<file path="src/rtl/edge_sep_counter_pkg.sv">
// constants, modes and carrier types for the counter input channel
// assumes a single 25 MHz timebase clock drives every user of this package
package edge_sep_counter_pkg;

  localparam int unsigned TIMEBASE_PERIOD_NS = 40;
  localparam int unsigned TIMEBASE_HZ        = 1000000000 / TIMEBASE_PERIOD_NS;

  localparam int unsigned COUNT_W    = 32;
  localparam int unsigned BUF_DEPTH  = 2;
  localparam int unsigned SYNC_DEPTH = 3;

  localparam logic [COUNT_W-1:0] COUNT_RESET  = 32'h0000_0000;
  localparam logic [COUNT_W-1:0] COUNT_ONE    = 32'h0000_0001;
  localparam logic [COUNT_W-1:0] COUNT_MAX    = 32'hFFFF_FFFF;
  localparam logic [1:0]         SYNC_RESET   = 2'h0;

  typedef enum logic [1:0] {
    FN_EDGE_SEP,
    FN_QUAD,
    FN_TWO_PULSE
  } function_e;

  typedef enum logic [1:0] {
    single_readout_mode,
    RD_BUF_INTERNAL,
    RD_BUF_IMPLICIT
  } readout_e;

  typedef enum logic [1:0] {
    DEC_X1,
    DEC_X2,
    DEC_X4
  } decode_e;

  typedef struct packed {
    function_e          func;
    readout_e           readout;
    decode_e            decode;
    logic               finite;
    logic [COUNT_W-1:0] sample_count;
    logic [COUNT_W-1:0] reload_value;
  } cfg_s;

  typedef struct packed {
    logic [1:0]         kind;
    logic [COUNT_W-1:0] value;
  } sample_s;

  localparam int unsigned SAMPLE_W = $bits(sample_s);

endpackage : edge_sep_counter_pkg

</file>
<file path="src/rtl/edge_separation_encoder_counter.sv">
// counter input channel: two-edge separation, quadrature and two-pulse encoders
// assumes pins are asynchronous to clk; cfg, start and stop come from clk logic
//
// How it works
// - single mode: ticks from a first-signal rise to the next second-signal rise load first_to_second at that rise.
// - single mode: ticks from a second-signal rise to the next first-signal rise load second_to_first at that rise.
// - buffered internal clock: each sample clock rise pushes the latest first-to-second count.
// - buffered implicit clock: each first-signal rise pushes the latest separation count.
// - x1 decoding counts up on A rising with B low and down on A falling with B low.
// - x2 decoding counts on both A edges, up when A leads B and down when B leads A.
// - x4 decoding counts on every edge of A and B, up when A leads and down when B leads.
// - the quadrature count reloads while index is high and both phases are low.
// - the decode input selects x1, x2 or x4.
// - single mode quadrature: the readable count is updated at each A rise.
// - buffered internal clock for both encoders: each sample clock rise pushes the count.
// - buffered implicit clock for both encoders: every change of the count pushes it.
// - the two-pulse encoder counts up on each A rise and down on each B rise, and holds when A and B rise in the same cycle.
// - single mode two-pulse: the readable count is updated at each A rise and each B rise.
// - buffered results are clocked either by the internal sample clock or implicitly by the signal.
`timescale 1ns/1ns
`default_nettype none
module edge_separation_encoder_counter
  import edge_sep_counter_pkg::*;
(
  input  wire logic               clk,
  input  wire logic               sys_rst,
  input  wire logic               counter_source_phase_a_input,
  input  wire logic               counter_aux_phase_b_input,
  input  wire logic               counter_gate_index_input,
  input  wire logic               sample_clock_input,
  input  wire cfg_s               cfg,
  input  wire logic               start,
  input  wire logic               stop,
  output logic      [COUNT_W-1:0] first_to_second,
  output logic      [COUNT_W-1:0] second_to_first,
  output logic      [COUNT_W-1:0] count_value,
  output logic                    running,
  output logic                    done,
  output logic                    overflow,
  output logic                    sample_valid,
  input  wire logic               sample_ready,
  output sample_s                 sample_data
);

  typedef struct packed {
    logic [SYNC_DEPTH-1:0] a_sy;
    logic [SYNC_DEPTH-1:0] b_sy;
    logic [SYNC_DEPTH-1:0] z_sy;
    logic [SYNC_DEPTH-1:0] s_sy;
    logic                  a_l;
    logic                  b_l;
    logic                  z_l;
    logic                  s_l;
    logic                  running;
    logic                  done;
    logic                  overflow;
    logic [COUNT_W-1:0]    tick_f2s;
    logic [COUNT_W-1:0]    tick_s2f;
    logic [COUNT_W-1:0]    f2s;
    logic [COUNT_W-1:0]    s2f;
    logic [COUNT_W-1:0]    count;
    logic [COUNT_W-1:0]    count_value;
    logic [COUNT_W-1:0]    left;
  } state_s;

  state_s  st;
  state_s  next_st;
  logic    a_rise;
  logic    a_fall;
  logic    b_rise;
  logic    b_fall;
  logic    z_rise;
  logic    s_rise;
  logic    reload;
  logic    push_req;
  logic    push_ok;
  logic    buf_ready;
  sample_s push_word;
  logic [1:0] step;

  // held level moves only when the second and third stages agree
  function automatic logic settled(input logic [SYNC_DEPTH-1:0] sy);
    settled = (sy[1] == sy[2]);
  endfunction : settled

  function automatic logic rises(input logic [SYNC_DEPTH-1:0] sy, input logic l);
    rises = settled(sy) && sy[2] && !l;
  endfunction : rises

  function automatic logic falls(input logic [SYNC_DEPTH-1:0] sy, input logic l);
    falls = settled(sy) && !sy[2] && l;
  endfunction : falls

  function automatic logic [COUNT_W-1:0] sat_inc(input logic [COUNT_W-1:0] v);
    sat_inc = (v == COUNT_MAX) ? v : v + COUNT_ONE;
  endfunction : sat_inc

  // step code: 2'b01 up, 2'b11 down, 2'b00 none
  function automatic logic [1:0] quad_step(input decode_e d, input logic ar, input logic af,
                                           input logic br, input logic bf,
                                           input logic a, input logic b);
    quad_step = 2'b00;
    if ((ar || af) && (br || bf)) begin
      quad_step = 2'b00; // both phases moved at once: position unknown, hold
    end else begin
      case (d)
        DEC_X1: begin
          if (ar && !b) quad_step = 2'b01;
          if (af && !b) quad_step = 2'b11;
        end
        DEC_X2: begin
          if (ar) quad_step = b ? 2'b11 : 2'b01;
          if (af) quad_step = b ? 2'b01 : 2'b11;
        end
        DEC_X4: begin
          if (ar) quad_step = b ? 2'b11 : 2'b01;
          if (af) quad_step = b ? 2'b01 : 2'b11;
          if (br) quad_step = a ? 2'b01 : 2'b11;
          if (bf) quad_step = a ? 2'b11 : 2'b01;
        end
        default: quad_step = 2'b00;
      endcase
    end
  endfunction : quad_step

  assign a_rise = rises(st.a_sy, st.a_l);
  assign a_fall = falls(st.a_sy, st.a_l);
  assign b_rise = rises(st.b_sy, st.b_l);
  assign b_fall = falls(st.b_sy, st.b_l);
  assign z_rise = rises(st.z_sy, st.z_l);
  assign s_rise = rises(st.s_sy, st.s_l);

  // index is read at its held level so a short glitch cannot reload
  assign reload = st.z_l && !st.a_l && !st.b_l;

  always_comb begin
    next_st   = st;
    step      = 2'b00;
    push_req  = 1'b0;
    push_word = '0;

    next_st.a_sy = {st.a_sy[SYNC_DEPTH-2:0], counter_source_phase_a_input};
    next_st.b_sy = {st.b_sy[SYNC_DEPTH-2:0], counter_aux_phase_b_input};
    next_st.z_sy = {st.z_sy[SYNC_DEPTH-2:0], counter_gate_index_input};
    next_st.s_sy = {st.s_sy[SYNC_DEPTH-2:0], sample_clock_input};
    if (settled(st.a_sy)) next_st.a_l = st.a_sy[2];
    if (settled(st.b_sy)) next_st.b_l = st.b_sy[2];
    if (settled(st.z_sy)) next_st.z_l = st.z_sy[2];
    if (settled(st.s_sy)) next_st.s_l = st.s_sy[2];

    // separation: first signal on the gate/index pin, second on phase B
    next_st.tick_f2s = z_rise ? COUNT_ONE : sat_inc(st.tick_f2s);
    next_st.tick_s2f = b_rise ? COUNT_ONE : sat_inc(st.tick_s2f);
    if (b_rise) next_st.f2s = st.tick_f2s;
    if (z_rise) next_st.s2f = st.tick_s2f;

    case (cfg.func)
      FN_QUAD: begin
        step = quad_step(cfg.decode, a_rise, a_fall, b_rise, b_fall, st.a_l, st.b_l);
        if (reload) begin
          next_st.count = cfg.reload_value;
        end else if (step == 2'b01) begin
          next_st.count = st.count + COUNT_ONE;
        end else if (step == 2'b11) begin
          next_st.count = st.count - COUNT_ONE;
        end
        if (cfg.readout == single_readout_mode && a_rise) begin
          next_st.count_value = next_st.count;
        end
      end
      FN_TWO_PULSE: begin
        if (a_rise && !b_rise) next_st.count = st.count + COUNT_ONE;
        if (b_rise && !a_rise) next_st.count = st.count - COUNT_ONE;
        if (cfg.readout == single_readout_mode && (a_rise || b_rise)) begin
          next_st.count_value = next_st.count;
        end
      end
      default: ;
    endcase

    // sample source chosen by readout mode
    case (cfg.readout)
      RD_BUF_INTERNAL: begin
        push_req = st.running && s_rise;
      end
      RD_BUF_IMPLICIT: begin
        if (cfg.func == FN_EDGE_SEP) begin
          push_req = st.running && z_rise;
        end else begin
          push_req = st.running && (next_st.count != st.count);
        end
      end
      default: push_req = 1'b0;
    endcase
    push_word.kind  = cfg.func;
    push_word.value = (cfg.func == FN_EDGE_SEP) ? st.f2s : next_st.count;

    // a full buffer drops the word and says so rather than stalling the count
    if (push_req && !buf_ready) next_st.overflow = 1'b1;
    if (push_ok && cfg.finite) begin
      next_st.left = st.left - COUNT_ONE;
      if (st.left == COUNT_ONE) begin
        next_st.running = 1'b0;
        next_st.done    = 1'b1;
      end
    end
    if (stop) next_st.running = 1'b0;
    if (start) begin
      next_st.running  = (cfg.readout != single_readout_mode) && !(cfg.finite && cfg.sample_count == '0);
      next_st.done     = 1'b0;
      next_st.overflow = 1'b0;
      next_st.left     = cfg.sample_count;
    end
  end

  assign push_ok = push_req && buf_ready;

  always_ff @(posedge clk) begin
    if (sys_rst) begin
      st <= '0;
    end else begin
      st <= next_st;
    end
  end

  sample_skid_buffer #(
    .WIDTH (SAMPLE_W),
    .DEPTH (BUF_DEPTH)
  ) u_buf (
    .clk       (clk),
    .sys_rst   (sys_rst),
    .in_valid  (push_req),
    .in_ready  (buf_ready),
    .in_data   (push_word),
    .out_valid (sample_valid),
    .out_ready (sample_ready),
    .out_data  (sample_data)
  );

  assign first_to_second = st.f2s;
  assign second_to_first = st.s2f;
  assign count_value     = st.count_value;
  assign running         = st.running;
  assign done            = st.done;
  assign overflow        = st.overflow;
endmodule : edge_separation_encoder_counter
`default_nettype wire

</file>
<file path="src/rtl/sample_skid_buffer.sv">
// small valid/ready buffer holding samples between the counter and its reader
// assumes both sides run on clk; the reader may stall at any time
`timescale 1ns/1ns
`default_nettype none
module sample_skid_buffer
  import edge_sep_counter_pkg::*;
#(
  parameter int unsigned WIDTH = SAMPLE_W,
  parameter int unsigned DEPTH = BUF_DEPTH
) (
  input  wire logic             clk,
  input  wire logic             sys_rst,
  input  wire logic             in_valid,
  output logic                  in_ready,
  input  wire logic [WIDTH-1:0] in_data,
  output logic                  out_valid,
  input  wire logic             out_ready,
  output logic      [WIDTH-1:0] out_data
);

  localparam int unsigned PW = (DEPTH > 1) ? $clog2(DEPTH) : 1;
  localparam logic [PW:0]   FILL_FULL = (PW+1)'(DEPTH);
  localparam logic [PW-1:0] PTR_LAST  = PW'(DEPTH - 1);

  typedef struct packed {
    logic [PW-1:0] wr_ptr;
    logic [PW-1:0] rd_ptr;
    logic [PW:0]   fill;
  } state_s;

  state_s             st;
  state_s             next_st;
  logic   [WIDTH-1:0] mem [DEPTH];
  logic               push;
  logic               pop;

  function automatic logic [PW-1:0] ptr_inc(input logic [PW-1:0] p);
    ptr_inc = (p == PTR_LAST) ? '0 : p + PW'(1);
  endfunction : ptr_inc

  assign in_ready  = (st.fill != FILL_FULL);
  assign out_valid = (st.fill != '0);
  assign out_data  = mem[st.rd_ptr];
  assign push      = in_valid && in_ready;
  assign pop       = out_valid && out_ready;

  always_comb begin
    next_st = st;
    if (push) begin
      next_st.wr_ptr = ptr_inc(st.wr_ptr);
    end
    if (pop) begin
      next_st.rd_ptr = ptr_inc(st.rd_ptr);
    end
    case ({push, pop})
      2'b10:   next_st.fill = st.fill + (PW+1)'(1);
      2'b01:   next_st.fill = st.fill - (PW+1)'(1);
      default: next_st.fill = st.fill;
    endcase
  end

  always_ff @(posedge clk) begin
    if (sys_rst) begin
      st <= '0;
    end else begin
      st <= next_st;
    end
    if (push) begin
      mem[st.wr_ptr] <= in_data;
    end
  end

endmodule : sample_skid_buffer
`default_nettype wire

</file>
<file path="config.mk">
export PLATFORM = sky130hd
export DESIGN_NAME = edge_separation_encoder_counter
export DESIGN_NICKNAME = d
export VERILOG_FILES = /design/src/rtl/edge_sep_counter_pkg.sv /design/src/rtl/edge_separation_encoder_counter.sv /design/src/rtl/sample_skid_buffer.sv
export SDC_FILE = /design/constraint.sdc
export NUM_CORES = 1
export LEC_CHECK = 0
export ABC_AREA = 1
export BUFFER_PORTS_ARGS = -buffer_cell sky130_fd_sc_hd__buf_2
export CAP_MARGIN = 25
export CORE_AREA = 2 2 198 200
export DETAILED_ROUTE_END_ITERATION = 12
export DIE_AREA = 0 0 200 202
export PLACE_DENSITY = 0.69
export SKIP_LAST_GASP = 1
export SLEW_MARGIN = 20
export SYNTH_ARGS = -nofsm -noshare
export SYNTH_HDL_FRONTEND = slang
export SYNTH_SLANG_ARGS = --single-unit
</file>
<file path="constraint.sdc">
create_clock -name clk -period 6 [get_ports clk]
set_input_delay 1.2 -clock clk [delete_from_list [all_inputs] [get_ports clk]]
set_output_delay 1.2 -clock clk [all_outputs]
set_load 0.05 [all_outputs]
</file>
# After elaboration in Yosys (flattened, before gate mapping)
# Memory sizes are Yosys's and may differ from the RTL's. A register that Yosys moved wholly into a read port is not among the register bits.
# Index checks and enable logic that the tools add are counted.
[word_totals]
output_inout_bits = 134
word_cells = 158
memories = 1
regBits = 247
ram_bits = 68
in_bits = 80
[classes]
n_reduce_logical = 60
n_eq_ne = 23
addsub = 9
mux = 42
[mem_list]
columns = ["name", "depth", "word_bits", "rd", "rd_ports_with_merged_regs", "write_ports", "line_no", "rtl"]
rows = [
  ["u_buf.mem", 2, 34, 1, 1, 1, "sample_skid_buffer.sv:33", "logic [WIDTH-1:0] mem [DEPTH];"],
]
[ops]
columns = ["operator", "count"]
rows = [
  ["32-bit 2-to-1 mux", 10],
  ["64-bit one-hot mux with 2 select lines", 1],
  ["32-bit by 1-bit adder with 32-bit output (second input constant)", 3],
  ["32-bit == test (second input constant)", 2],
  ["32-bit by 1-bit subtractor with 32-bit output (second input constant)", 2],
  ["32-bit by 1-bit == test with 1-bit output (second input constant)", 1],
  ["32-bit zero test", 1],
  ["32-bit != test", 1],
  ["1-bit logical AND", 30],
  ["2-bit 2-to-1 mux", 13],
  ["1-bit 2-to-1 mux", 14],
  ["2-bit by 1-bit == test with 1-bit output (second input constant)", 5],
  ["2-bit == test (second input constant)", 5],
  ["1-bit zero test", 10],
  ["2-bit != test (second input constant)", 5],
  ["2-bit nonzero test", 5],
  ["2-bit zero test", 3],
  ["2-bit one-hot mux with 3 select lines", 1],
  ["3-bit nonzero test", 2],
  ["2-bit OR reduction", 3],
  ["1-bit == test", 4],
  ["2-bit one-hot mux with 2 select lines", 1],
  ["2-bit AND reduction", 2],
  ["1-bit logical OR", 3],
  ["6 further kinds", 7],
]

# Longest topological paths before layout
[depth]
word_depth = 25
mapped_depth = 31

# Cells and area by module
# From an unflattened synthesis, not the netlist that was laid out.
[hier_totals]
cells_unflattened = 2892
hier_area_um2 = 19129.6
[by_module_without_submodules]
columns = ["mod", "seq_area_each_um2", "cells_per_inst", "n_inst", "area_each_um2"]
rows = [
  ["edge_separation_encoder_counter", 4864.7, 2748, 1, 16279.4],
  ["sample_skid_buffer", 2142.1, 144, 1, 2850.2],
]

# Worst setup path after synthesis
# OpenSTA, ideal clock, no wires.
[synth_timing]
path_type = "input to register"
from = "input port cfg[66] (netlist name)"
to = "memory u_buf.mem[0][0] (netlist name) (enable)"
n_path_buf = 1
required_time_ns = 5.575
setup_slack_ns = 1.080
t_arrival_ns = 4.495
stages = 20
setup_ns = 0.425
cell_sequence = "o21bai_1 > nand3b_2 > a21oi_4 > buf_4 > nand2_1 > nand3_1 > nand2_1 > nand2_1 > nand4_1 > nand2_1 > nor2_1 > nand2_1 > nor2_1 > nand2_1 > nor2_1 > nand2_1 > nand2_1 > a21boi_0 > nand2_1 > nor2_1"
[synth_between]
elab_chain_len = 16
[synth_rtl]
columns = ["element", "line_no", "rtl"]
rows = [
  ["start: declaration", "edge_separation_encoder_counter.sv:31", "input wire cfg_s cfg,"],
  ["2-bit == test (tied with other cells)", "edge_separation_encoder_counter.sv:106", "case (d)"],
  ["2-bit one-hot mux with 3 select lines (*)", "edge_separation_encoder_counter.sv:106", ""],
  ["2-bit 2-to-1 mux (*)", "edge_separation_encoder_counter.sv:103", "if ((ar || af) && (br || bf)) begin"],
  ["2-bit 2-to-1 mux (*)", "edge_separation_encoder_counter.sv:157", "case (cfg.func)"],
  ["2-bit == test", "edge_separation_encoder_counter.sv:164", "end else if (step == 2'b11) begin"],
  ["32-bit 2-to-1 mux", "edge_separation_encoder_counter.sv:164", ""],
  ["32-bit 2-to-1 mux (*)", "edge_separation_encoder_counter.sv:162", "end else if (step == 2'b01) begin"],
  ["32-bit 2-to-1 mux (*)", "edge_separation_encoder_counter.sv:160", "if (reload) begin"],
  ["64-bit one-hot mux with 2 select lines (*)", "edge_separation_encoder_counter.sv:157", ""],
  ["32-bit != test (*)", "edge_separation_encoder_counter.sv:190", "push_req = st.running && (next_st.count != st.count);"],
  ["1-bit logical AND (*)", "edge_separation_encoder_counter.sv:190", ""],
  ["1-bit 2-to-1 mux (*)", "edge_separation_encoder_counter.sv:187", "if (cfg.func == FN_EDGE_SEP) begin"],
  ["1-bit one-hot mux with 2 select lines (*)", "edge_separation_encoder_counter.sv:182", "case (cfg.readout)"],
  ["1-bit logical AND (*)", "sample_skid_buffer.sv:44", "assign push = in_valid && in_ready;"],
  ["1-bit 2-to-1 mux (*)", "sample_skid_buffer.sv:68", "if (push) begin"],
  ["1-bit 2-to-1 mux (not written as such) (*)", "sample_skid_buffer.sv:69", "mem[st.wr_ptr] <= in_data;"],
  ["end: declaration", "sample_skid_buffer.sv:33", ""],
]
# Every way passes the cells marked *; elsewhere a longest branch is shown, timed or not. The select of a mux whose other input is x is not followed.

# Final worst setup path
[layout_timing]
from = "register st[64] (netlist name)"
to = "register u_buf.st[1] (netlist name)"
[layout_between]
elab_chain_len = 12
[layout_rtl]
columns = ["element", "line_no", "rtl"]
rows = [
  ["start: declaration", "edge_separation_encoder_counter.sv:66", "state_s st;"],
  ["start signal: assignment", "edge_separation_encoder_counter.sv:222", "st <= next_st;"],
  ["32-bit by 1-bit subtractor with 32-bit output", "edge_separation_encoder_counter.sv:165, edge_separation_encoder_counter.sv:173", ""],
  ["32-bit 2-to-1 mux", "edge_separation_encoder_counter.sv:164", ""],
  ["32-bit 2-to-1 mux", "edge_separation_encoder_counter.sv:162", ""],
  ["32-bit 2-to-1 mux", "edge_separation_encoder_counter.sv:160", ""],
  ["64-bit one-hot mux with 2 select lines", "edge_separation_encoder_counter.sv:157", ""],
  ["32-bit != test (*)", "edge_separation_encoder_counter.sv:190", ""],
  ["1-bit logical AND (*)", "edge_separation_encoder_counter.sv:190", ""],
  ["1-bit 2-to-1 mux (*)", "edge_separation_encoder_counter.sv:187", ""],
  ["1-bit one-hot mux with 2 select lines (*)", "edge_separation_encoder_counter.sv:182", ""],
  ["1-bit logical AND (*)", "sample_skid_buffer.sv:44", ""],
  ["2-bit by 1-bit == test with 1-bit output / 2-bit == test (equally long branches)", "sample_skid_buffer.sv:55", "case ({push, pop})"],
  ["2-bit one-hot mux with 2 select lines / 2-bit nonzero test (equally long branches)", "-", ""],
  ["end signal: assignment", "sample_skid_buffer.sv:66", "st <= next_st;"],
  ["end: declaration", "sample_skid_buffer.sv:31", "state_s st;"],
]
# Every way passes the cells marked *; elsewhere a longest branch is shown, timed or not.
# A chain may end at the register's enable or synchronous reset.

==> metrics.cfg <==
[clocking]
cts_setup_buffers = 0
holdBufCountCts = 0
cts_buffers = 36
cts.sinks = 316
cts_max_level = 2
clock_latency_ns = 0.57
ctsResizeCount = 0
clock-root-buffer = clkbuf_16
clk_pin_slew_worst_paths_ns = 0.06
cts_buffer_depth = 3
cts_tree = built

[setup_path]
cp.required_ns = 6.42
path_buf_inv = 0
cp_common_cell = nand2_1
worstReg2RegStart = st[64]$_SDFF_PP0_
critical_path_arrival_ns = 5.15
endpoint_kind = register
path_class = reg -> reg
crit_family = simple AND/OR/NAND/NOR gates
crit_slowest_cell = dfxtp_1
slowest_delay_ns = 0.64
r2r_slack_ns = 1.28
crit_fanout = 9
timing.rr.end = u_buf.st[1]$_SDFFE_PP0P_
crit_path_start_kind = register
r2r.worst_path.cells = 28

[sta]
max_slew_margin_pct = 46.35
period_needed_ns = 4.722
tightest_slew_ns = 0.8047
hold_viol_final = 0
finalSetupTns_ns = 0
fmax_mhz = 211.8
grt_setup_unrepaired = false
setup_violations = 0
clock_skew_ns = 0.03209
fin_crit_sh_pct = 78.71
fin_ws_ns = 1.278
slew_violations = 0

[placement]
port_buffers = 213
hpwl_mm = 46.67
dp.cells = 3415
place.gp.congestion = 0.9928
place_ws_ns = 0.7680

[global_routing]
grt_usage_pct = 31.10
grt-ovfl-total = 0
grt_pass1_wl_mm = 97.29
grt_max_degree = 77
grt_pass1_vias = 17660
antenna_found_initial = 2

[synth]
synthCells = 2888
syn_nets = 2986
ys_ff_latch = 316
synth_top_area_cell = dfxtp_1
seq_area_frac_synth_pct = 36.88
ys_async_sr_fraction_pct = 0
synth_edf_count = 68
yosys_warnings = 0
syn_area_um2 = 19000
ys.flop_type = dfxtp_1
synth_top_area_share_pct = 26.13
syn_area_per_cell_um2 = 6.578
yosysUniqueCellTypes = 50
synth.area.top_cells = dfxtp_1 (26%), nand2_1 (16%), edfxtp_1 (11%)

[final_layout]
most-common-layout-cells = nand2_1 (793), nor2_1 (414), inv_1 (299)
stdcell_count = 3480
area_growth_pct = 9.906
diodes = 0
final_layout_size_suffix_gt1_share_pct = 12.69
final_common_cell = nand2_1
nNetsFinal = 3034

[power]
p_int_mw = 3.683
combPwrFrac_pct = 14.0
vdd_drop_max_uv = 261.1
sequentialPowerShare_pct = 43.5
p_switching_mw = 1.488
p_per_area_nw_per_um2 = 247.7
power.share.clock_pct = 42.5
switching_share_pct = 28.77
cellLeakagePower_nw = 9.777

[floorplanning]
die_area_um2 = 40400
ios = 214
start_util_pct = 49.62
die-height_um = 202
fp.dieW_um = 200
design.core.area_um2 = 38290
rows = 72

[min_path]
holdPathStages = 2
holdPathEnd = next_st[242]$_SDFF_PP0_
min_path_type = reg -> reg
hold_path_startpoint = next_st[241]$_SDFF_PP0_

[detailed_routing]
drcViolationCount = 0
first_pass_iters = 6
drtIter0Drc = 1364
wl_mm = 63.22
vias = 18730
antenna_left = 0
wl_per_cell_um = 18.17
via_per_inst = 5.381

[run]
max_cap_viol_count = 0

[status]
status = finished, final reports clean

synthesized netlist by cell type, types with 9 or more instances:
| cell | count |
|---|---|
| ha_1 | 18 |
| o21ai_0 | 230 |
| nand3_1 | 175 |
| mux2_2 | 35 |
| dfxtp_1 | 248 |
| nand2_1 | 794 |
| nor3_1 | 33 |
| xor2_1 | 35 |
| buf_4 | 102 |
| edfxtp_1 | 68 |
| nor4_1 | 22 |
| a21oi_1 | 106 |
| buf_1 | 18 |
| inv_1 | 300 |
| buf_2 | 24 |
| nand4_1 | 64 |
| o2111ai_1 | 20 |
| xnor2_1 | 9 |
| clkbuf_1 | 88 |
| nor2_1 | 416 |
per-stage QoR:
stage	power [mW]	instance area, µm²	hold slack [ns]	util [%]
after floorplan	2.782	19000	0.3883	-
after global placement	2.992	19660	0.3893	51.35
after detailed placement	3.004	19680	0.3963	51.41
after CTS	5.201	20860	0.4037	54.48
after global routing	5.380	20880	0.4236	54.53
final	5.171	20880	0.3977	54.53
tightest hold or removal path, delay by kind of cell, from the launching register on:
kind / cells / cell delay [ns]
flip-flops: 1 / 0.31
AND/OR/NAND/NOR: 1 / 0.03
buffers and inverters: 1 / 0.05
power groups by stage:
| stage | logic, mW | registers (mW) | clock network, mW |
|---|---|---|---|
| 2_1_floorplan | 0.507 | 2.27 | 0 |
| 3_3_place_gp | 0.700 | 2.29 | 0 |
| 4_1_cts | 0.715 | 2.25 | 2.24 |
| 5_1_grt | 0.808 | 2.25 | 2.32 |
| 3_5_place_dp | 0.710 | 2.29 | 0 |
| 6_report | 0.724 | 2.25 | 2.20 |
how the worst max path moves through the flow:
stage	from	slack [ns]	cells after the start	to
after floorplan	cfg[66]	1.08	20	u_buf.mem[0][0]$_DFFE_PP_
after global placement	cfg[65]	0.83	22	u_buf.mem[0][5]$_DFFE_PP_
after detailed placement	cfg[65]	0.77	22	u_buf.mem[0][6]$_DFFE_PP_
after CTS	st[64]$_SDFF_PP0_	1.21	25	u_buf.mem[0][30]$_DFFE_PP_
after global routing	st[64]$_SDFF_PP0_	0.88	26	u_buf.st[1]$_SDFFE_PP0P_
final	st[64]$_SDFF_PP0_	1.28	28	u_buf.st[1]$_SDFFE_PP0P_
flip-flops by register name (all words and copies together), names as in the netlist, 4 cells and up, named ones only:
signal,cells
st,136
count_value,32
u_buf.st,4
first_to_second,32
next_st,8
u_buf.mem,68
second_to_first,32
cell families after synthesis:
logic type                 Yosys count  synth area share, %
buffers and inverters              544                13.03
xor gates and xnor gates            44                2.029
AOI/OAI and AO/OA                  393                11.20
muxes                               35                2.075
and+or+nand+nor                   1538                33.60
DFF                                316                36.88
adders and majority gates           18                1.186
metal layers:
metal | track usage [%] | part of all wire (%) | vias up
met3 | 5.340 | 6.2 | 152
met1 | 38.77 | 42 | 8666
li1 | - | - | 9302
met4 | 16.43 | 5.4 | 4
met5 | 0 | 0.043 | -
met2 | 51.23 | 46 | 603
area by class of cell:
class | count | area (µm²)
inverters | 310 | 1170
flip-flops and latches | 316 | 7007
clock inverters | 13 | 138.9
clock buffers | 51 | 1039
multi-input cells | 2028 | 9540
fillers | 3812 | 17410
well taps | 518 | 648.1
repair buffers | 244 | 1336
Note: power is estimated with default switching activity, not from simulation.
